### src/hdl/rcc_pkg.sv
package rcc_pkg;

  // Register word indices; byte address is four times the index
  localparam logic [1:0] REG_FLAGS_IDX   = 2'h0;
  localparam logic [1:0] REG_TRIGGER_IDX = 2'h1;
  localparam logic [1:0] REG_UNLOCK_IDX  = 2'h2;
  localparam logic [1:0] REG_STATUS_IDX  = 2'h3;

  // Cause flag positions
  localparam int FLAG_POWERON  = 0;
  localparam int FLAG_BROWNOUT = 1;
  localparam int FLAG_PIN      = 2;
  localparam int FLAG_WATCHDOG = 3;
  localparam int FLAG_SOFT     = 4;
  localparam int FLAG_DEBUG    = 5;
  localparam int SOFT_RESET_BIT = 0;

  localparam logic [5:0] FLAGS_RESET = 6'h01;
  localparam logic [7:0] IO_REGISTER_KEY_DEFAULT = 8'h5a;

  // Unlock window and timing
  localparam int UNLOCK_WINDOW_INSTR = 4;
  localparam int CLK_MHZ             = 200;
  localparam int INIT_BASE_NS        = 150;
  localparam int INIT_BASE_CYC       = (INIT_BASE_NS * CLK_MHZ + 999) / 1000;
  localparam int STARTUP_UNIT_CYC    = 64;
  localparam int SCAN_CYC            = 256;

  typedef struct packed {
    logic poweron;
    logic brownout;
    logic pin_low;
    logic watchdog;
    logic debug_port;
    logic hv_edge;
  } rcc_req_s;

  typedef struct packed {
    logic fuse_reload;
    logic debug_domain;
    logic volatile_domain;
    logic pc_clear;
  } rcc_dom_s;

  typedef enum logic [1:0] { RCC_IDLE, RCC_HOLD, RCC_INIT } rcc_state_e;

endpackage : rcc_pkg

### src/hdl/rcc_unlock.sv
`timescale 1ns/1ps
`default_nettype none
module rcc_unlock
  import rcc_pkg::*;
#(
  parameter int WINDOW = UNLOCK_WINDOW_INSTR
) (
  // Clock and reset
  input  wire logic       core_clk,
  input  wire logic       nrst,
  // Key write and instruction step
  input  wire logic       key_wr,
  input  wire logic [7:0] key_data,
  input  wire logic [7:0] key_value,
  input  wire logic       instr_step,
  input  wire logic       consume,
  // Unlock state
  output logic            open_win
);
  if (WINDOW < 1 || WINDOW > 15) begin : g_bad_window
    $error("bad window");
  end

  logic [3:0] left;

  always_ff @(posedge core_clk or negedge nrst) begin
    if (!nrst) begin
      left <= 4'h0;
    end else if (key_wr && key_data == key_value) begin
      left <= 4'(WINDOW);
    end else if (consume) begin
      left <= 4'h0;
    end else if (instr_step && left != 4'h0) begin
      left <= left - 4'h1;
    end
  end

  always_ff @(posedge core_clk or negedge nrst) begin
    if (!nrst) begin
      open_win <= 1'b0;
    end else begin
      open_win <= (key_wr && key_data == key_value) ||
                  (!consume && left > 4'(instr_step ? 1 : 0));
    end
  end
endmodule : rcc_unlock
`default_nettype wire

### src/hdl/rcc_timer.sv
`timescale 1ns/1ps
`default_nettype none
module rcc_timer #(
  parameter int W = 16
) (
  // Clock and reset
  input  wire logic         core_clk,
  input  wire logic         nrst,
  // Control
  input  wire logic         load,
  input  wire logic [W-1:0] count,
  // Status
  output logic              done
);
  if (W < 4) begin : g_bad_width
    $error("timer too narrow");
  end

  logic [W-1:0] left;

  always_ff @(posedge core_clk or negedge nrst) begin
    if (!nrst) begin
      left <= '0;
    end else if (load) begin
      left <= count;
    end else if (left != '0) begin
      left <= left - W'(1);
    end
  end

  always_ff @(posedge core_clk or negedge nrst) begin
    if (!nrst) begin
      done <= 1'b0;
    end else begin
      done <= !load && (left == W'(1) || left == '0);
    end
  end
endmodule : rcc_timer
`default_nettype wire

### src/hdl/rcc_ctrl.sv
// How it works
// - A high voltage applied to or removed from the pin causes a full reset.
// - All resets reload fuses and clear logic; only power-on and high voltage clear debug.
// - Pin reset lasts while pin low; supply resets last while voltage is low.
// - After release run initialization, lengthened by fuse start-up delay after supply resets.
// - A fuse-enabled memory checksum scan lengthens initialization further.
// - Reset requests are accepted in active mode and in every sleep mode.
// - Writes to the protected register without a valid unlock are ignored.
// - The software reset register is protected by the io register key.
// - Writing one clears a cause flag; writing zero leaves it.
// - Power-on reset clears all cause flags and sets the power-on flag.
// - Brown-out reset clears all flags except the power-on and brown-out flags.
// - Debug port or high-voltage reset sets the debug flag at bit five.
// - Soft, watchdog, pin, brown-out, power-on flags sit at bits four to zero.
// - Writing one to bit zero after unlock triggers a software reset.
// - The software reset bit always reads back zero.
// - The reset sequence starts right after the trigger bit is written.
// - After any reset the program counter is set to zero.
//
// Decided for this implementation: the Wishbone interface to the registers.
`timescale 1ns/1ps
`default_nettype none
module rcc_ctrl
  import rcc_pkg::*;
#(
  parameter int       TW        = 16,
  parameter logic [7:0] KEY     = IO_REGISTER_KEY_DEFAULT,
  parameter int       WINDOW    = UNLOCK_WINDOW_INSTR
) (
  // Clock and reset
  input  wire logic         core_clk,
  input  wire logic         nrst,
  // Wishbone slave
  input  wire logic         wb_cyc_i,
  input  wire logic         wb_stb_i,
  input  wire logic         wb_we_i,
  input  wire logic [3:0]   wb_adr_i,
  input  wire logic [3:0]   wb_sel_i,
  input  wire logic [31:0]  wb_dat_i,
  output logic [31:0]       wb_dat_o,
  output logic              wb_ack_o,
  // Reset requests
  input  wire rcc_req_s     req,
  input  wire logic         pin_reset_enable,
  // Processor instruction step, any power mode
  input  wire logic         instr_step,
  // Fuse fields
  input  wire logic [3:0]   startup_delay_field,
  input  wire logic [1:0]   checksum_source_field,
  // Domain resets
  output rcc_dom_s          dom
);
  // Longest initialization needs eleven bits
  if (TW < 11 || TW > 30) begin : g_bad_tw
    $error("bad timer width");
  end

  function automatic logic sel_reg(input logic [3:0] adr, input logic [1:0] idx);
    sel_reg = (adr[3:2] == idx) && (adr[1:0] == 2'h0);
  endfunction

  // Bus decode; writes land at the edge that sees ack high
  logic wb_req;
  logic wb_fin;
  logic wr_lo;
  assign wb_req = wb_cyc_i && wb_stb_i && !wb_ack_o;
  assign wb_fin = wb_cyc_i && wb_stb_i && wb_ack_o;
  assign wr_lo  = wb_fin && wb_we_i && wb_sel_i[0];

  // Requests
  logic pin_req;
  logic supply_req;
  logic debug_req;
  logic any_req;
  logic soft_req;
  logic hv_prev;
  logic hv_event;
  logic open_win;
  logic trig_wr;

  always_ff @(posedge core_clk or negedge nrst) begin
    if (!nrst) begin
      hv_prev <= 1'b0;
    end else begin
      hv_prev <= req.hv_edge;
    end
  end
  assign hv_event = req.hv_edge != hv_prev;

  assign pin_req    = pin_reset_enable && req.pin_low;
  assign supply_req = req.poweron || req.brownout;
  assign debug_req  = req.debug_port || hv_event;
  assign any_req    = supply_req || pin_req || req.watchdog || debug_req || soft_req;

  assign trig_wr = wr_lo && sel_reg(wb_adr_i, REG_TRIGGER_IDX);
  rcc_unlock #(.WINDOW(WINDOW)) u_unlock (
    .core_clk   (core_clk),
    .nrst       (nrst),
    .key_wr     (wr_lo && sel_reg(wb_adr_i, REG_UNLOCK_IDX)),
    .key_data   (wb_dat_i[7:0]),
    .key_value  (KEY),
    .instr_step (instr_step),
    .consume    (trig_wr),
    .open_win   (open_win)
  );
  assign soft_req = trig_wr && open_win && wb_dat_i[SOFT_RESET_BIT];

  // Sequencer
  rcc_state_e state;
  logic       supply_seen;
  logic       debug_seen;
  logic       tload;
  logic       tdone;
  logic [TW-1:0] init_len;

  always_comb begin
    init_len = TW'(INIT_BASE_CYC);
    if (supply_seen) begin
      init_len = init_len + TW'(startup_delay_field) * TW'(STARTUP_UNIT_CYC);
    end
    if (checksum_source_field != 2'h3) begin
      init_len = init_len + TW'(SCAN_CYC);
    end
  end

  assign tload = (state == RCC_HOLD) && !any_req;

  rcc_timer #(.W(TW)) u_timer (
    .core_clk (core_clk),
    .nrst     (nrst),
    .load     (tload),
    .count    (init_len),
    .done     (tdone)
  );

  always_ff @(posedge core_clk or negedge nrst) begin
    if (!nrst) begin
      state <= RCC_HOLD;
    end else begin
      unique case (state)
        RCC_IDLE: if (any_req) state <= RCC_HOLD;
        RCC_HOLD: if (!any_req) state <= RCC_INIT;
        RCC_INIT: begin
          if (any_req) state <= RCC_HOLD;
          else if (tdone) state <= RCC_IDLE;
        end
      endcase
    end
  end

  // Which domains the current reset reaches
  always_ff @(posedge core_clk or negedge nrst) begin
    if (!nrst) begin
      supply_seen <= 1'b1;
      debug_seen  <= 1'b1;
    end else if (state == RCC_IDLE && !any_req) begin
      supply_seen <= 1'b0;
      debug_seen  <= 1'b0;
    end else begin
      if (supply_req) supply_seen <= 1'b1;
      if (req.poweron || hv_event) debug_seen <= 1'b1;
    end
  end

  always_ff @(posedge core_clk or negedge nrst) begin
    if (!nrst) begin
      dom <= '{fuse_reload: 1'b1, debug_domain: 1'b1, volatile_domain: 1'b1, pc_clear: 1'b1};
    end else begin
      dom.fuse_reload     <= any_req || state == RCC_HOLD;
      dom.volatile_domain <= any_req || state != RCC_IDLE;
      dom.pc_clear        <= any_req || state != RCC_IDLE;
      dom.debug_domain    <= (req.poweron || hv_event) ||
                             (debug_seen && state != RCC_IDLE);
    end
  end

  // Cause flags
  logic [5:0] flags;
  logic [5:0] set_v;
  logic [5:0] clr_v;
  assign set_v = {debug_req, soft_req, req.watchdog, pin_req, req.brownout, req.poweron};
  assign clr_v = (wr_lo && sel_reg(wb_adr_i, REG_FLAGS_IDX)) ? wb_dat_i[5:0] : 6'h00;

  always_ff @(posedge core_clk or negedge nrst) begin
    if (!nrst) begin
      flags <= FLAGS_RESET;
    end else if (req.poweron) begin
      flags <= 6'h01;
    end else if (req.brownout) begin
      flags <= (flags & 6'h01) | 6'h02;
    end else begin
      flags <= (flags & ~clr_v) | set_v;
    end
  end

  // Bus answer, one cycle after request
  always_ff @(posedge core_clk or negedge nrst) begin
    if (!nrst) begin
      wb_ack_o <= 1'b0;
      wb_dat_o <= 32'h0000_0000;
    end else begin
      wb_ack_o <= wb_req;
      wb_dat_o <= 32'h0000_0000;
      if (wb_req && !wb_we_i) begin
        if (sel_reg(wb_adr_i, REG_FLAGS_IDX)) wb_dat_o <= {26'h0, flags};
        // Trigger reads zero
        if (sel_reg(wb_adr_i, REG_STATUS_IDX)) wb_dat_o <= {30'h0, open_win, state != RCC_IDLE};
      end
    end
  end
endmodule : rcc_ctrl
`default_nettype wire

### config.mk
export PLATFORM = sky130hd
export DESIGN_NAME = rcc_ctrl
export DESIGN_NICKNAME = d
export VERILOG_FILES = /design/src/hdl/rcc_pkg.sv /design/src/hdl/rcc_unlock.sv /design/src/hdl/rcc_timer.sv /design/src/hdl/rcc_ctrl.sv
export SDC_FILE = /design/constraint.sdc
export NUM_CORES = 1
export LEC_CHECK = 0
export ABC_AREA = 1
export BUFFER_PORTS_ARGS = -buffer_cell sky130_fd_sc_hd__buf_2
export CAP_MARGIN = 20
export CORE_MARGIN = 2
export CORE_UTILIZATION = 36
export CTS_CLUSTER_SIZE = 40
export DETAILED_ROUTE_END_ITERATION = 16
export PLACE_DENSITY = 0.68
export SLEW_MARGIN = 40
export SYNTH_ARGS = -nofsm -noshare
export SYNTH_HDL_FRONTEND = slang
export SYNTH_SLANG_ARGS = --single-unit
### constraint.sdc
create_clock -name core_clk -period 1.95 [get_ports core_clk]
set_clock_uncertainty 0.15 [all_clocks]
set_input_delay 0.0975 -clock core_clk [delete_from_list [all_inputs] [get_ports core_clk]]
set_output_delay 0.0975 -clock core_clk [all_outputs]
set_load 0.01 [all_outputs]
**After elaboration in Yosys (flattened, before gate mapping)**

Cells that the tools add are included.

- Flip-flop bits (word level): 69
- Latch bits: 0
- Memory bits (writable): 0
- ROM bits: 0
- Input port bits: 59
- Output and inout port bits: 37
- Logic and storage cells: 111
- Memories: 0

- Add/sub/neg operators: 4
- $mul: 0
- Div/mod/pow operators: 0
- Magnitude comparators: 1
- Eq/ne operators: 13
- Shifts and indexed selects: 0
- Multiplexer cells: 23
- Bitwise logic cells: 3
- Reductions and logical operators: 52

Operators by type and width:

| operator | count |
|---|---|
| 32-bit 2-to-1 mux | 2 |
| 16-bit 2-to-1 mux | 3 |
| 6-bit 2-to-1 mux | 4 |
| 1-bit logical AND | 23 |
| 16-bit by 9-bit adder with 16-bit output, second input constant | 1 |
| 16-bit by 1-bit == test with 1-bit output, second input constant | 1 |
| 16-bit zero test | 1 |
| 16-bit nonzero test | 1 |
| 16-bit by 1-bit subtractor with 16-bit output, second input constant | 1 |
| 1-bit logical OR | 12 |
| 4-bit 2-to-1 mux | 3 |
| 5-bit by 10-bit adder with 11-bit output, first input constant | 1 |
| 11-bit 2-to-1 mux | 1 |
| 8-bit by 7-bit == test with 1-bit output, second input constant | 1 |
| 2-bit 2-to-1 mux | 4 |
| 2-bit nonzero test | 4 |
| 6-bit bitwise AND | 1 |
| 2-bit == test, second input constant | 3 |
| 2-bit zero test | 3 |
| 2-bit != test, second input constant | 3 |
| 6-bit NOT | 1 |
| 6-bit OR | 1 |
| 2-bit case mux with 3 select lines | 1 |
| 1-bit zero test | 5 |
| 10 further kinds | 15 |

**Depth between registers and ports, before layout**

Gate-level depths: netlist (run 1).

- Word-level depth: 12
- Depth in mapped cells: 9
- Mapped depth without buffers: 9

**Modules after synthesis**

Synthesis (run 1) repeated with hierarchy kept, for this count alone.

- Cell total of the unflattened synthesis: 395
- Area, all modules: 2897.8 um^2

Modules (own cells, without submodules):

| module | times used | cells each | area each (um^2) | seq. area each (um^2) |
|---|---|---|---|---|
| rcc_ctrl | 1 | 154 | 1265.0 | 534.3 |
| rcc_timer | 1 | 165 | 1157.4 | 425.4 |
| rcc_unlock | 1 | 76 | 475.5 | 125.1 |

**Least setup slack after synthesis (run 1)**

Ideal clock, no wire load.

- Path type: register -> register
- Start point: register u_timer.left[0]
- End point: register u_timer.left[14]
- Setup time: 116 ps
- Arrival: 1264 ps
- Data required time: 1684 ps
- Setup slack: 420 ps
- Stages on the path, launching flop included: 9
- Buffers on the path: 0
- Clock period less this slack: 1530 ps
- Path through: dfrtp_1 -> inv_1 -> ha_1 -> nand2_1 -> nor2_1 -> nand2_1 -> xnor2_1 -> nand3_1 -> inv_1

- Longest elaborated chain between the ends: 3
- Elaborated cells between the ends (all ways): 5
- Classes of those cells: add/sub (1); mux (2); reduce/logical (2)

RTL lines:

| what | line | text |
|---|---|---|
| start: declaration | rcc_timer.sv:19 | `logic [W-1:0] left;` |
| start signal: assignment | rcc_timer.sv:25 | `left <= count;` |
| start signal: assignment | rcc_timer.sv:27 | `left <= left - W'(1);` |
| 16-bit by 1-bit subtractor with 16-bit output | rcc_timer.sv:27 |  |
| 16-bit 2-to-1 mux | rcc_timer.sv:26 | `end else if (left != '0) begin` |
| 16-bit 2-to-1 mux | rcc_timer.sv:24 | `end else if (load) begin` |

Several ways; a longest one is shown, not always the timed one. The select of a mux whose other input is x is not followed.
A chain may end at the register's enable or synchronous reset.

**Worst setup path after layout (run 1)**

- Start point: register wb_ack_o
- End point: register flags[1]

- Longest elaborated chain between the ends: 10

RTL lines:

| what | line | text |
|---|---|---|
| start: declaration | rcc_ctrl.sv:41 | `output logic wb_ack_o,` |
| start signal: assignment | rcc_ctrl.sv:202 | `wb_ack_o <= wb_req;` |
| 1-bit logical AND | rcc_ctrl.sv:67 | `assign wb_fin = wb_cyc_i && wb_stb_i && wb_ack_o;` |
| 1-bit logical AND (2 in a row) | rcc_ctrl.sv:68 | `assign wr_lo = wb_fin && wb_we_i && wb_sel_i[0];` |
| 1-bit logical AND | rcc_ctrl.sv:182 | `assign clr_v = (wr_lo && sel_reg(wb_adr_i, REG_FLAGS_IDX)) ? wb_dat_i[5:0] : 6'h00;` |
| 6-bit 2-to-1 mux | rcc_ctrl.sv:182 |  |
| 6-bit NOT | rcc_ctrl.sv:192 | `flags <= (flags & ~clr_v) \| set_v;` |
| 6-bit bitwise AND | rcc_ctrl.sv:192 |  |
| 6-bit OR | rcc_ctrl.sv:192 |  |
| 6-bit 2-to-1 mux | rcc_ctrl.sv:189 | `end else if (req.brownout) begin` |
| 6-bit 2-to-1 mux | rcc_ctrl.sv:187 | `end else if (req.poweron) begin` |
| end signal: assignment | rcc_ctrl.sv:190 | `flags <= (flags & 6'h01) \| 6'h02;` |
| end signal: assignment | rcc_ctrl.sv:192 |  |
| end: declaration | rcc_ctrl.sv:178 | `logic [5:0] flags;` |

Every way passes these cells. The select of a mux whose other input is x is not followed.

==> results of run 1 <==
## power by group through the flow
stage               Sequential, mW  Combinational, mW  Clock [mW]
finish                        1.31               1.07       0.718
global route                  1.34               1.26       0.778
CTS                           1.31               1.07       0.744
detailed placement            1.32               1.05           0
global placement              1.32               1.01           0
floorplan                     1.27              0.876           0
## sequential cells by signal, indices dropped and copies added (netlist names), 2 cells and up
signal and count:
wb_dat_o 6, u_unlock.left 4, state 2, dom 3, u_timer.left 16, flags 6
## worst paths after layout
path	from	end	slack (ps)	cells past startpoint
worst max-delay path	wb_ack_o$_DFF_PN0_	flags[1]$_DFF_PN0_	140	6
worst min-delay path	req[4]	flags[0]$_DFFE_PN1P_	20	5
worst max register to register	wb_ack_o$_DFF_PN0_	flags[1]$_DFF_PN0_	140	6
worst min register to register	wb_ack_o$_DFF_PN0_	wb_ack_o$_DFF_PN0_	320	1
max in group asynchronous	nrst	wb_dat_o[1]$_DFF_PN0_	850	3
min in group asynchronous	nrst	u_timer.left[2]$_DFFE_PN0P_	220	2
## per-stage QoR
step           hold slack [ps]  total power [mW]    util  instance area, µm²
2_1_floorplan           -348.1             2.150       -                2701
3_3_place_gp             21.09             2.337  0.3974                2836
3_5_place_dp             32.90             2.370  0.3974                2836
4_1_cts                  7.605             3.129  0.4348                3103
5_1_grt                  29.76             3.378  0.4362                3113
6_report                 23.47             3.100  0.4362                3113
## area by class of cell
class                      instances  share of cell area
multi-input combinational        241              0.3863
clock buffer                       5             0.02211
timing repair buffer              59              0.1206
sequential                        43              0.3485
clock inverter                     3             0.01527
inverter                          56             0.06752
tap                               99             0.03979
## cell families after synthesis
group,synth area share
DFF,0.4160
buffers and inverters,0.1627
xor gates and xnor gates,0.03359
and+or+nand+nor,0.2850
adders and majority gates,0.02879
other,0.001438
AOI/OAI and AO/OA,0.07246
## cells in the final DEF (no fill, tap or decap), drive strengths merged, types with 2 or more instances in the layout
cell / n
conb: 26
dlygate4sd3: 15
nand4: 5
ha: 6
clkinv: 2
clkbuf: 5
nand2: 76
buf: 44
o21ai: 12
dfrtp: 36
or2: 2
nor3: 3
nand3: 26
inv: 56
xnor2: 5
xor2: 5
dfstp: 7
nor2: 51
o211ai: 4
a21oi: 15
## what timing repair did
action	in CTS	in global routing
gates resized for setup	0	4
endpoints found under the hold margin	34	0
hold buffers	15	0
setup endpoints to repair	0	2
## metal layers
metal | share of wire | wire [µm]
met2 | 0.50 | 2623
met4 | 0.012 | 63
met3 | 0.039 | 206
met5 | 0 | 0
met1 | 0.45 | 2349
## worst max-delay path, stage by stage, from the launching register on
cell	delay, ps
dfrtp_1	370
nand3_1	120
nor2_4	180
nand2_2	100
o21ai_1	140
a21oi_1	80
dlygate4sd3_1	550
==> flow_metrics.tcl, run 1 <==
set metrics [dict create \
    p_switching_mw 1.171 \
    core-area_mm2 0.007137 \
    path_clk_slew_ps 80 \
    met1_usage 0.1791 \
    max_freq_ghz 0.5534 \
    viasPerCell 4.370 \
    fill_cells 750 \
    multiInputGateArea_mm2 0.001202 \
    stdcell_count 506 \
    synth_cell_types 30 \
    synthMostInstantiatedCell "nand2_1" \
    dp_cells 483 \
    synth-main-ff-cell "dfrtp_1" \
    crit_type "reg -> reg" \
    max-cap-violations 0 \
    tns_ps 0 \
    ys_seq_area_frac 0.4160 \
    cts_tree "done" \
    synth_top_area_cell "dfrtp_1" \
    grt_pass1_vias 2199 \
    busiest_layer "met2" \
    outcome "finished, final reports clean" \
    antennaDiodeCount 0 \
    ys_async_sr_fraction 1.000 \
    hold_violations 0 \
    regArea_mm2 0.001085 \
    initial_utilization 0.3654 \
    synth_top_area_share 0.3455 \
    htree_levels 2 \
    fin_crit_sh 0.9267 \
    syn_inst 343 \
    switching_share 0.3778 \
    intPower_mw 1.929 \
    io_buffers 42 \
    grt_antenna_before_repair 0 \
    clkLatencyLatePin_ps 290 \
    crit_arrival_ps 1840 \
    dpl.hpwl_um 4055 \
    die_x_um 89.11 \
    clock-sinks 43 \
    tightestPinTransition_ps 676.9 \
    synth_edf_count 0 \
    firstDrtPassIters 4 \
    power_frac_comb 0.344 \
    wl_per_cell_um 10.36 \
    total_leakage_power_nw 1.651 \
    rsz0062_at_grt "no" \
    gp_congestion 0.8619 \
    fin_ws_ps 143.0 \
    ios 96 \
    grt_use_met3 0.03232 \
    report.final.slew_viol_count 0 \
    clockRootBuffer "clkbuf_8" \
    clockBufferDepth 2 \
    drtIter0Drc 61 \
    area_delta_synth_final_pct 19.39 \
    cp-end-kind "flop" \
    routed_wl_um 5242 \
    yosys_register_bits 43 \
    finalSetupViolCount 0 \
    gr-usage-met2 0.2579 \
    worstHoldPathType "in -> reg" \
    power_density_mw_per_mm2 995.9 \
    syn_avg_cell_area_um2 7.602 \
    ant_nets 0 \
    max_slew_margin 0.5487 \
    seqPwrFrac 0.424 \
    yosys-top-cells-count "nand2_1 (74), inv_1 (52), nor2_1 (42), dfrtp_1 (36), buf_4 (27)" \
    worst_ep_required_time_ps 1980 \
    post_cts_buffers 0 \
    die_y_um 89.11 \
    grt_max_degree 32 \
    grt_overflow_total 0 \
    critPathMaxFanout 5 \
    vias 2211 \
    drive_gt1_frac 0.1990 \
    grt_pass1_wl_um 9190 \
    drc 0 \
    peakVddDrop_uv 401.9 \
    placementRows 31 \
    cts_buffers 5 \
    dieArea_mm2 0.007940 \
    ys_warn_count 0 \
    startpoint_type "flop" \
    pre_cts_ws_ps 167.8 \
    grt_use_total 0.1461 \
    clkPwrFrac 0.232 \
    final_net_count 471 \
    synth_area_leaders "dfrtp_1 (35%), nand2_1 (11%), buf_4 (7.8%)" \
    period_minus_slack_ps 1807 \
    syn_area_mm2 0.002608 \
]
No activity file was read; power rests on OpenSTA's default activity.
==> inputs of run 2 (changes only) <==
PLACE_DENSITY = 0.62   (was 0.68)
==> run 2 against run 1 <==
Effect of this change: via count decreased by 1.0%; count of clock-buffer cells in the layout increased by 1; sequential cell count unchanged; critical endpoint is now wb_dat_o[0]$_DFF_PN0_; largest cell class unchanged; worst setup slack got worse by 14 ps; highest routed layer unchanged; global-route usage decreased by 0.17 points; clock power decreased by 14%; total power decreased by 3.5%.
==> flow_metrics.tcl, run 2 (synthesis results as in run 1) <==
set metrics [dict create \
    outcome "finished, final reports clean" \
    dpl.hpwl_um 3871 \
    top_register "u_timer.left" \
    dp_cells 483 \
    layout_commonest_cell "nand2_1" \
    grt_overflow_total 0 \
    pre_cts_ws_ps 297.0 \
    gp_congestion 0.9155 \
    dieArea_mm2 0.007940 \
    wl_per_cell_um 10.19 \
    grt_pass1_wl_um 9032 \
    max-cap-violations 0 \
    fin_hold_ws_ps 12.39 \
    viasPerCell 4.307 \
    worstHoldPathType "in -> reg" \
    die_y_um 89.11 \
    dpl_cell_area_mm2 0.002836 \
    period_minus_slack_ps 1821 \
    worst_ep_required_time_ps 2020 \
    largest_reg_flops 16 \
    path_clk_slew_ps 90 \
    final_net_count 473 \
    cts_tree "done" \
    layout_common_cells "nand2_1 (74), inv_1 (52), nor2_1 (42), buf_2 (42), dfrtp_1 (36)" \
    worst-r2r-setup-slack_ps 130 \
    fin_crit_sh 0.9336 \
    cts_buffers 5 \
    htree_levels 2 \
    startpoint "wb_stb_i" \
    peakVddDrop_uv 316.1 \
    critPathMaxFanout 6 \
    ant_nets 0 \
    grt_use_total 0.1445 \
    drc 0 \
    clockRootBuffer "clkbuf_8" \
    grt_antenna_before_repair 0 \
    cp-end-kind "flop" \
    stdcell_area_mm2 0.003105 \
    area_delta_synth_final_pct 19.10 \
    clkLatencyLatePin_ps 300 \
    grt_pass1_vias 2061 \
    cp_slowest_cell "dlygate4sd3_1" \
    core-area_mm2 0.007137 \
    fin_ws_ps 129.5 \
    clockBufferDepth 2 \
    firstDrtPassIters 4 \
    worstSetupEndpoint "wb_dat_o[0]$_DFF_PN0_" \
    crit_path_max_incr_delay_ps 570 \
    ios 96 \
    r2r_cells 6 \
    startpoint_type "input pin" \
    drive_gt1_frac 0.1980 \
    finalSetupViolCount 0 \
    stdcell_count 508 \
    antennaDiodeCount 0 \
    max_freq_ghz 0.5493 \
    hold_violations 0 \
    io_buffers 42 \
    rsz0062_at_grt "no" \
    finalPower_mw 2.993 \
    tns_ps 0 \
    crit_type "in -> reg" \
    total_leakage_power_nw 1.649 \
    power_density_mw_per_mm2 963.6 \
    placementRows 31 \
    routed_wl_um 5177 \
    vias 2188 \
    fill_cells 757 \
    crit_chain "dlygate4sd3_1, buf_2, nand2_1, dlygate4sd3_1, nor2_1, nand2_1, a21oi_1" \
    die_x_um 89.11 \
    initial_utilization 0.3654 \
    drtIter0Drc 96 \
    grt_max_degree 44 \
    crit_arrival_ps 1890 \
    max_slew_margin 0.6439 \
    top_regs "u_timer.left x16, flags x6, wb_dat_o x6" \
    r2r-start "wb_ack_o$_DFF_PN0_" \
    fin_util 0.4351 \
    tightestPinTransition_ps 534.2 \
    clock-sinks 43 \
    report.final.slew_viol_count 0 \
    timing.rr.end "flags[1]$_DFF_PN0_" \
]
[run 2: what timing repair did]
| action | 4_1_cts | 5_1_grt |
|---|---|---|
| buffers inserted | 0 | 2 |
| setup endpoints to repair | 0 | 1 |
| hold endpoints to repair | 48 | 0 |
| hold buffers | 15 | 0 |
| gates resized for setup | 0 | 2 |
[run 2: worst min path at each step]
| stage | depth (start not counted) | start | slack [ps] | to |
|---|---|---|---|---|
| 6_report | 5 | req[4] | 10 | flags[0]$_DFFE_PN1P_ |
| 3_5_place_dp | 2 | nrst | 60 | u_timer.left[1]$_DFFE_PN0P_ |
| 5_1_grt | 5 | startup_delay_field[1] | 20 | u_timer.left[7]$_DFFE_PN0P_ |
| 3_3_place_gp | 2 | nrst | 60 | u_timer.left[1]$_DFFE_PN0P_ |
| 4_1_cts | 5 | req[4] | 0.7 | flags[0]$_DFFE_PN1P_ |
| 2_1_floorplan | 0 | nrst | -350 | flags[1]$_DFF_PN0_ |
[run 2: critical path: cells and delay by family]
family	cells	cell delay (ps)
buffers and inverters	3	1200
AO/OA/AOI/OAI	1	190
AND/OR/NAND/NOR	3	410
[run 2: cell type report]
cell class                      count  area, µm²  share of cell area
Multi-Input combinational cell    241       1197              0.3856
Sequential cell                    43       1085              0.3493
Timing Repair Buffer               61      390.4              0.1257
Inverter                           56      210.2             0.06769
Tap cell                           99      123.9             0.03989
Clock buffer                        6      82.58             0.02659
Clock inverter                      2      16.27            0.005238
[run 2: routing by layer]
layer  global-route usage  part of all wire  vias to the layer above
li1                     -                 -                     1143
met1               0.1805              0.45                      991
met2               0.2539              0.49                       50
met3              0.02955             0.049                        4
met4              0.03799            0.0077                        0
met5                    0                 0                        -
[run 2: power breakdown]
| group | total [mW] | internal [mW] | leakage [nW] | switching, mW |
|---|---|---|---|---|
| Clock | 0.615 | 0.289 | 0.0474 | 0.325 |
| Combinational | 1.07 | 0.443 | 1.07 | 0.630 |
| Sequential | 1.30 | 1.11 | 0.537 | 0.199 |
| Total | 2.99 | 1.84 | 1.65 | 1.15 |
